===== src/inc/ofm_regs.svh =====
`ifndef OFM_REGS_SVH
`define OFM_REGS_SVH

// Register map, word offsets on the plain register port
`define OFM_ADDR_W 4
`define OFM_DATA_W 16
`define OFM_CTL5_OFS 4'h0
`define OFM_CNT_OFS 4'h1
`define OFM_STAT_OFS 4'h2

// Control register fields
`define OFM_EN_BIT 0
`define OFM_GON_BIT 1
`define OFM_NOM_BIT 2
`define OFM_TRIM_LSB 4
`define OFM_TRIM_MSB 7
`define OFM_SRC_LSB 8
`define OFM_SRC_MSB 9
`define OFM_CTL5_RST 16'h0000

// Status register fields
`define OFM_BUSY_BIT 0
`define OFM_DONE_BIT 1

// Counter values and window lengths in reference periods
`define OFM_CNT_W 8
`define OFM_BUSY_VAL 8'h01
`define OFM_CNT_MAX 8'hff
`define OFM_WIN_NOM0 3'h1
`define OFM_WIN_NOM1 3'h4

`endif

===== src/inc/ofm_pkg.sv =====
package ofm_pkg;

  typedef struct packed {
    logic [3:0] addr;
    logic [15:0] wdata;
    logic wr;
    logic rd;
  } ofm_bus_req_t;

  typedef enum logic [1:0] {SRC_AUX, SRC_SUB, SRC_OSC, SRC_RSV} ofm_src_t;

  typedef struct packed {
    ofm_src_t step_src;
    logic [3:0] trim;
    logic nom;
    logic gon;
    logic en;
  } ofm_ctl_t;

  typedef enum logic [1:0] {MS_IDLE, MS_ARMED, MS_COUNT, MS_DONE} ofm_meas_t;

endpackage


===== src/hdl/ofm_top.sv =====
// Implementation choices: the register addresses and the strobed register port.
`timescale 1ns/1ns
`include "ofm_regs.svh"

module ofm_top (
  // Clock and reset
  input wire logic CORE_CLK,
  input wire logic NRST,
  // Register port
  input wire ofm_pkg::ofm_bus_req_t BUS_REQ,
  output logic [15:0] BUS_RDATA,
  // Clock sources, sampled on CORE_CLK
  input wire logic AUX_CLK_IN,
  input wire logic SUB_CLK_IN,
  input wire logic OSC_CLK_IN,
  // Oscillator control
  output logic OSC_ENABLE,
  output logic OSC_NOM_SEL,
  output logic OSC_RANGE_4MHZ,
  output logic [3:0] OSC_TRIM,
  // Timing ticks to the sequencer
  output logic SAMPLE_TICK,
  output logic STEP_TICK,
  // Measurement state
  output logic MEAS_BUSY,
  output logic MEAS_DONE
);
  import ofm_pkg::*;

  ////////////////////////////////////////////////////////////////////////////
  // Edge detection on sampled clock inputs

  logic aux_q_reg;
  logic sub_q_reg;
  logic osc_q_reg;
  logic aux_rise;
  logic sub_rise;
  logic osc_rise;

  always_ff @(posedge CORE_CLK or negedge NRST)
  begin
    if (!NRST)
    begin
      aux_q_reg <= 1'b0;
      sub_q_reg <= 1'b0;
      osc_q_reg <= 1'b0;
    end
    else
    begin
      aux_q_reg <= AUX_CLK_IN;
      sub_q_reg <= SUB_CLK_IN;
      osc_q_reg <= OSC_CLK_IN;
    end
  end

  // Oscillator must stay below half CORE_CLK or edges are lost
  assign aux_rise = AUX_CLK_IN & ~aux_q_reg;
  assign sub_rise = SUB_CLK_IN & ~sub_q_reg;
  assign osc_rise = OSC_CLK_IN & ~osc_q_reg;

  ////////////////////////////////////////////////////////////////////////////
  // Control register

  ofm_ctl_t ctl_reg;
  logic ctl_wr;
  logic cnt_rd;
  logic arm_req;

  assign ctl_wr = BUS_REQ.wr && (BUS_REQ.addr == `OFM_CTL5_OFS);
  assign cnt_rd = BUS_REQ.rd && (BUS_REQ.addr == `OFM_CNT_OFS);
  assign arm_req = ctl_wr && BUS_REQ.wdata[`OFM_EN_BIT] && BUS_REQ.wdata[`OFM_GON_BIT];

  always_ff @(posedge CORE_CLK or negedge NRST)
  begin
    if (!NRST)
      ctl_reg <= ofm_ctl_t'(9'(`OFM_CTL5_RST));
    else if (ctl_wr)
    begin
      ctl_reg.en <= BUS_REQ.wdata[`OFM_EN_BIT];
      ctl_reg.gon <= BUS_REQ.wdata[`OFM_GON_BIT];
      ctl_reg.nom <= BUS_REQ.wdata[`OFM_NOM_BIT];
      ctl_reg.trim <= BUS_REQ.wdata[`OFM_TRIM_MSB:`OFM_TRIM_LSB];
      ctl_reg.step_src <= ofm_src_t'(BUS_REQ.wdata[`OFM_SRC_MSB:`OFM_SRC_LSB]);
    end
  end

  // Trim passes straight through: code 0 is slowest, all ones fastest
  assign OSC_TRIM = ctl_reg.trim;
  assign OSC_NOM_SEL = ctl_reg.nom;
  assign OSC_RANGE_4MHZ = ~ctl_reg.nom;
  assign OSC_ENABLE = ctl_reg.en;

  ////////////////////////////////////////////////////////////////////////////
  // Measurement sequencer

  ofm_meas_t state_reg;
  ofm_meas_t state_next;
  logic [2:0] win_reg;
  logic [2:0] per_reg;
  logic [`OFM_CNT_W-1:0] cnt_reg;
  logic win_end;

  // Window latched at arming so a later write cannot stretch it
  assign win_end = (state_reg == MS_COUNT) && aux_rise && (3'(per_reg + 3'h1) == win_reg);

  always_comb
  begin
    state_next = state_reg;
    unique case (state_reg)
      MS_IDLE: state_next = MS_IDLE;
      MS_ARMED:
        if (aux_rise)
          state_next = MS_COUNT;
      MS_COUNT:
        if (win_end)
          state_next = MS_DONE;
      MS_DONE: state_next = MS_DONE;
    endcase
    if (arm_req)
      state_next = MS_ARMED;
    else if (ctl_wr && !BUS_REQ.wdata[`OFM_EN_BIT])
      state_next = MS_IDLE;
  end

  always_ff @(posedge CORE_CLK or negedge NRST)
  begin
    if (!NRST)
      state_reg <= MS_IDLE;
    else
      state_reg <= state_next;
  end

  always_ff @(posedge CORE_CLK or negedge NRST)
  begin
    if (!NRST)
      win_reg <= `OFM_WIN_NOM0;
    else if (arm_req)
      win_reg <= BUS_REQ.wdata[`OFM_NOM_BIT] ? `OFM_WIN_NOM1 : `OFM_WIN_NOM0;
  end

  always_ff @(posedge CORE_CLK or negedge NRST)
  begin
    if (!NRST)
      per_reg <= 3'h0;
    else if (arm_req)
      per_reg <= 3'h0;
    else if ((state_reg == MS_COUNT) && aux_rise)
      per_reg <= 3'(per_reg + 3'h1);
  end

  // Saturates rather than wraps, so a far-off trim never looks close
  always_ff @(posedge CORE_CLK or negedge NRST)
  begin
    if (!NRST)
      cnt_reg <= '0;
    else if (arm_req)
      cnt_reg <= '0;
    else if ((state_reg == MS_COUNT) && osc_rise && !win_end && (cnt_reg != `OFM_CNT_MAX))
      cnt_reg <= cnt_reg + 8'h01;
  end

  assign MEAS_BUSY = (state_reg == MS_ARMED) || (state_reg == MS_COUNT);
  assign MEAS_DONE = (state_reg == MS_DONE);

  ////////////////////////////////////////////////////////////////////////////
  // Timing ticks

  logic sample_tick_reg;
  logic step_tick_reg;
  logic step_sel;

  always_comb
  begin
    unique case (ctl_reg.step_src)
      SRC_SUB: step_sel = sub_rise;
      SRC_OSC: step_sel = osc_rise;
      default: step_sel = aux_rise;
    endcase
  end

  always_ff @(posedge CORE_CLK or negedge NRST)
  begin
    if (!NRST)
    begin
      sample_tick_reg <= 1'b0;
      step_tick_reg <= 1'b0;
    end
    else
    begin
      sample_tick_reg <= aux_rise;
      step_tick_reg <= step_sel;
    end
  end

  assign SAMPLE_TICK = sample_tick_reg;
  assign STEP_TICK = step_tick_reg;

  ////////////////////////////////////////////////////////////////////////////
  // Read port

  logic [15:0] rdata_reg;
  logic [15:0] rdata_next;

  always_comb
  begin
    rdata_next = 16'h0000;
    if (BUS_REQ.rd)
    begin
      unique case (BUS_REQ.addr)
        // Struct packing differs from the bus map, so fields are placed by hand
        `OFM_CTL5_OFS:
          rdata_next = {6'h00, ctl_reg.step_src, ctl_reg.trim, 1'b0,
                        ctl_reg.nom, ctl_reg.gon, ctl_reg.en};
        `OFM_CNT_OFS: rdata_next = {8'h00, MEAS_BUSY ? `OFM_BUSY_VAL : cnt_reg};
        `OFM_STAT_OFS:
        begin
          rdata_next[`OFM_BUSY_BIT] = MEAS_BUSY;
          rdata_next[`OFM_DONE_BIT] = MEAS_DONE;
        end
        default: rdata_next = 16'h0000;
      endcase
    end
  end

  always_ff @(posedge CORE_CLK or negedge NRST)
  begin
    if (!NRST)
      rdata_reg <= 16'h0000;
    else
      rdata_reg <= rdata_next;
  end

  assign BUS_RDATA = rdata_reg;
endmodule


===== config.mk =====
export PLATFORM = sky130hd
export DESIGN_NAME = ofm_top
export DESIGN_NICKNAME = d
export VERILOG_FILES = /design/src/inc/ofm_pkg.sv /design/src/hdl/ofm_top.sv
export VERILOG_INCLUDE_DIRS = /design/src /design/src/inc
export SDC_FILE = /design/constraint.sdc
export NUM_CORES = 1
export LEC_CHECK = 0
export BUFFER_PORTS_ARGS = -buffer_cell sky130_fd_sc_hd__buf_2
export CORE_MARGIN = 2
export CORE_UTILIZATION = 32
export CTS_BUF_LIST = sky130_fd_sc_hd__clkbuf_8 sky130_fd_sc_hd__clkbuf_16
export DETAILED_ROUTE_END_ITERATION = 8
export RECOVER_POWER = 25
export SLEW_MARGIN = 20
export SYNTH_ARGS = -nofsm -noshare
export SYNTH_HDL_FRONTEND = slang
export SYNTH_SLANG_ARGS = --single-unit
export TNS_END_PERCENT = 30

===== constraint.sdc =====
create_clock -name CORE_CLK -period 3 [get_ports CORE_CLK]
set_input_delay 0.15 -clock CORE_CLK [delete_from_list [all_inputs] [get_ports CORE_CLK]]
set_output_delay 0.15 -clock CORE_CLK [all_outputs]
set_load 0.01 [all_outputs]

# ---- Yosys cells after proc, flatten, opt, wreduce, memory -nomap -nowiden
# Cells that the tools add are included.
dict set report totals {
  reg_bits 46
  wordCells 67
}
dict set report op_classes {
  add_sub_neg 2
  eq_ne 11
  n_mux 15
  n_bitwise 7
  reduce_logical 17
}
# op n
set ops {}
lappend ops {{$mux W8} 3}
lappend ops {{$pmux W8 S2} 1}
lappend ops {{$mux W10} 1}
lappend ops {{$logic_and A1 B1 Y1} 9}
lappend ops {{$mux W3} 3}
lappend ops {{$add A8 B1 Y8 const B} 1}
lappend ops {{$mux W2} 4}
lappend ops {{$ne A8 B8 Y1 const B} 1}
lappend ops {{$pmux W2 S4} 1}
lappend ops {{$eq A2 B2 Y1 const B} 3}
lappend ops {{$pmux W2 S3} 1}
lappend ops {{$eq A2 B1 Y1 const B} 2}
lappend ops {{$eq A4 B1 Y1 const B} 1}
lappend ops {{$eq A4 B2 Y1 const B} 1}
lappend ops {{$logic_not A4 Y1} 1}
lappend ops {{$ne A4 B3 Y1 const B} 1}
lappend ops {{$ne A4 B4 Y1 const B} 1}
lappend ops {{$not A1 Y1} 4}
lappend ops {{$reduce_bool A2 Y1} 2}
lappend ops {{$add A3 B1 Y3 const B} 1}
lappend ops {{$and A1 B1 Y1} 3}
lappend ops {{$eq A3 B3 Y1} 1}
lappend ops {{$logic_not A1 Y1} 2}
lappend ops {{$logic_not A2 Y1} 1}
lappend ops {{other kinds (3)} 3}

# ---- Logic depth before layout (Yosys ltp)
dict set report depth {
  depth_word 9
  mapped_depth 8
}

# ---- Least setup slack after synthesis
# Ideal clock, no wire load.
dict set report synth_path {
  path_kind {register to register}
  startpoint {register per_reg[0]}
  endpoint {register cnt_reg[7]}
  setup_ps 136
  arrival_ps 1846
  slack_ps 1017
  stages_incl_launch_ff 8
  path_buffers 2
  synth_period_minus_slack_ps 1983
  cell_sequence {dfrtp_1 ha_1 xnor3_1 and4_4 buf_6 buf_2 o41ai_1 a21oi_1}
}
dict set report synth_between {
  elab_chain_cells 7
}
# item line_no
set synth_lines {}
lappend synth_lines {{start, declared} ofm_top.sv:99} ;# logic [2:0] per_reg;
lappend synth_lines {{start signal, assigned} ofm_top.sv:148} ;# per_reg <= 3'(per_reg + 3'h1);
lappend synth_lines {{$add A3 B1 Y3} ofm_top.sv:104} ;# assign win_end = (state_reg == MS_COUNT) && aux_rise && (3'(per_reg + 3'h1) == win_reg);
lappend synth_lines {{$eq A3 B3 Y1} ofm_top.sv:104}
lappend synth_lines {{$logic_and A1 B1 Y1} ofm_top.sv:104}
lappend synth_lines {{$logic_not A1 Y1} ofm_top.sv:158} ;# else if ((state_reg == MS_COUNT) && osc_rise && !win_end && (cnt_reg != `OFM_CNT_MAX))
lappend synth_lines {{$logic_and A1 B1 Y1 (2 in a row)} ofm_top.sv:158}
lappend synth_lines {{$reduce_bool A2 Y1 (no line)} --}
lappend synth_lines {{end signal, assigned} ofm_top.sv:159} ;# cnt_reg <= cnt_reg + 8'h01;
lappend synth_lines {{end, declared} ofm_top.sv:100} ;# logic [`OFM_CNT_W-1:0] cnt_reg;
# No other way between the ends.
# A chain may end at the register's enable or synchronous reset.

# ---- Final worst setup path
dict set report layout_path {
  startpoint {register per_reg[0]}
  endpoint {register cnt_reg[4]}
}
# Same word-level chain as after synthesis.

==> reports/summary.txt <==
Setup Viol. Count Final = 0
Slew Viols, Final = 40
FILL cells = 607
Fmax = 490 MHz
Async S/R FF share, synth = 1.00
Antenna Nets Post-Route = 0
Top delay family on crit path = simple AND/OR/NAND/NOR gates
Critical Path Source Type = flip-flop
Tmin final = 2040 ps
Longest Clk Path Bufs = 2
Hold Vio Cnt, Final = 0
R2R cell count = 5
Combinational Power Share = 0.318
IO Pins = 54
Top Metal Used = met4
Crit Reg-Reg Endpoint = cnt_reg[4]
Layout cell share with drive strength beyond 1 = 0.215
Die H = 81.7 µm
TritonCTS Buffers = 5
# Max-Cap Violations = 1
Synth unique cells = 41
1st-iter DRT viols = 56
Resized Gates After CTS = 0
Seq pwr share = 0.470
Pleak = 1.09 nW
ANT cells = 0
Max stage delay on crit path = 510 ps
Rel. slew slack = -0.416
Max FFs per register = 10
#FFs+latches synth = 39
Final wirelength = 3.87 mm
Latest clock arrival within the worst-skew pair = 290 ps
TritonRoute pass-1 iters = 4
Area post-placement = 2130 µm²
Tcrit/Tclk final = 0.680
# H-tree levels = 2
Commonest non-fill, non-tap cell in the layout = dfrtp_1
R2R Path Start = per_reg[0]
Switching Share = 0.344
Gr usage total = 0.124
Setup TNS = 0 ps
Global-route wire length before repair = 6.20 mm
FF-to-FF setup slack = 960 ps
Reg area = 977 µm²
Clock Skews = 3.01 ps
DR WL met2 = 1.87 mm
Worst VDD drop = 0.267 mV
CTS tree = yes
GR Overflow Total = 0
Antenna violations before repair = 0
Post-cts hold buffer count = 3
DP HPWL = 2.80 mm
Mapped cell area = 1930 µm²
Final critical-path setup slack = 959 ps
Multi-input logic area = 832 µm²
Switching Power = 0.528 mW
Synth Warn # = 0
Worst Hold Launch = BUS_REQ[4]
Worst setup EP type = flip-flop
Area growth, synth to finish = 15.9%
Synth Flop Type = dfrtp_1
Critical-path cell list = ha_1, xnor3_1, and4_4, or4_1, a21oi_1
Sequential-to-total area share from yosys stat = 0.506
CP max stage cell = or4_1
Power per cell area = 687 nW/µm²
RSZ-0062 raised after global routing = false
Chip Width = 81.7 µm
Violated checks = capacitance limit, slew limit
Row count = 28
Clk root buf = clkbuf_8
I/O Buffers = 40
Core area = 5890 µm²
Post-synth EDFFs = 0
Buf+Inv Stages, Crit Path = 0
Worst setup path category = reg -> reg
Clock power share = 0.212
Clock sinks = 39
Initial Util = 0.328
Dpl ws = 886 ps
Number of global-route vias before repair = 1,310
Hold Path Stages = 2
Status = complete, but fails checks
CP max FO = 16
DIE AREA = 6670 µm²
Global placer's final weighted congestion = 0.753
Vias = 1,428
Data required, critical path = 3210 ps
Remaining DRCs = 0
Vias per cell = 4.86
Synthesized instance count = 180
Syn_area_per_cell = 10.7 µm²
Clock transition at the registers of the reported paths = 70 ps
Design Area, Final = 2240 µm²
Critical Path AT = 2250 ps
M1 WL = 1.76 mm
Power Internal = 1.01 mW
Avg WL per Cell = 13.1 µm
NumNets Final = 254
Post-CTS Setup Bufs = 0
Worst-margin pin slew = 2120 ps
Hold endpoint = win_reg[0]
Most frequent cells in the layout = dfrtp_1 (38), buf_2 (36), nor2_1 (14)
WL met3 = 182 µm
Largest net degree at the start of global routing = 40
Tightest Hold Check Type = in -> reg
## stage by stage
step           hold slack (ps)  total power, mW  instances  utilization
2_1_floorplan             -146             1.09        185            -
3_3_place_gp               278             1.21        283        0.362
3_5_place_dp               278             1.23        283        0.362
4_1_cts                   19.3             1.56        294        0.381
5_1_grt                   65.1             1.67        294        0.380
6_report                  50.9             1.54        294        0.380
## power groups by stage
stage / sequential [mW] / combinational, mW / clock [mW]
after floorplan: 0.716 / 0.373 / 0
after global placement: 0.726 / 0.485 / 0
after detailed placement: 0.732 / 0.497 / 0
after CTS: 0.723 / 0.500 / 0.341
after global routing: 0.738 / 0.560 / 0.368
final: 0.722 / 0.489 / 0.326
## cell families after synthesis
family                   count (synthesis)  share of synthesized area
XOR/XNOR                                 4                     0.0253
buffers and inverters                   25                     0.0726
AND/OR/NAND/NOR                         58                      0.158
multiplexers                            12                     0.0680
adder cells (fa/ha/maj)                  9                     0.0583
other                                    1                    0.00194
AO/OA/AOI/OAI                           32                      0.110
flip-flops                              39                      0.506
## worst max path at each step
stage / startpoint / to / slack (ps) / cells after the start
floorplan: per_reg[0] / cnt_reg[7] / 1020 / 7
global placement: cnt_reg[1] / cnt_reg[6] / 930 / 5
detailed placement: cnt_reg[1] / cnt_reg[1] / 890 / 5
CTS: cnt_reg[1] / cnt_reg[1] / 870 / 5
global route: per_reg[0] / cnt_reg[3] / 890 / 5
finish: per_reg[0] / cnt_reg[4] / 960 / 5
## cell usage after synthesis, types with 3 or more instances
cell / count / area [µm²]
inv_1: 8 / 30.0
nand2_1: 11 / 41.3
a21oi_1: 9 / 45.0
nor4_1: 5 / 31.3
nor2_1: 14 / 52.6
ha_1: 9 / 113
or4_1: 3 / 22.5
mux2i_1: 3 / 30.0
nand3_1: 7 / 35.0
dfrtp_1: 38 / 951
nor3_1: 3 / 15.0
mux2_2: 4 / 45.0
mux2_1: 5 / 56.3
a22o_1: 5 / 43.8
o31ai_1: 3 / 22.5
clkbuf_1: 5 / 18.8
buf_4: 10 / 75.1
nand4_1: 3 / 18.8
xor2_1: 3 / 26.3
o21ai_0: 7 / 35.0
## area by class of cell
cell class / count / area share
repair buffers: 43 / 0.101
inverters: 8 / 0.0134
flip-flops and latches: 39 / 0.437
well taps: 75 / 0.0419
multi-input cells: 121 / 0.372
clock buffers: 5 / 0.0307
clock inverters: 3 / 0.00503
## worst register-to-register path: stages (launching register included)
cell and delay (ps):
dfrtp_1 420, ha_1 230, xnor3_1 380, and4_4 270, or4_1 510, a21oi_1 160
## per-layer routing
metal  track usage  vias to the layer above
met3        0.0297                        8
met1         0.160                      685
met2         0.202                       32
met4        0.0450                        0
li1              -                      703
met5             0                        -
No activity file was read; power rests on OpenSTA's default activity.
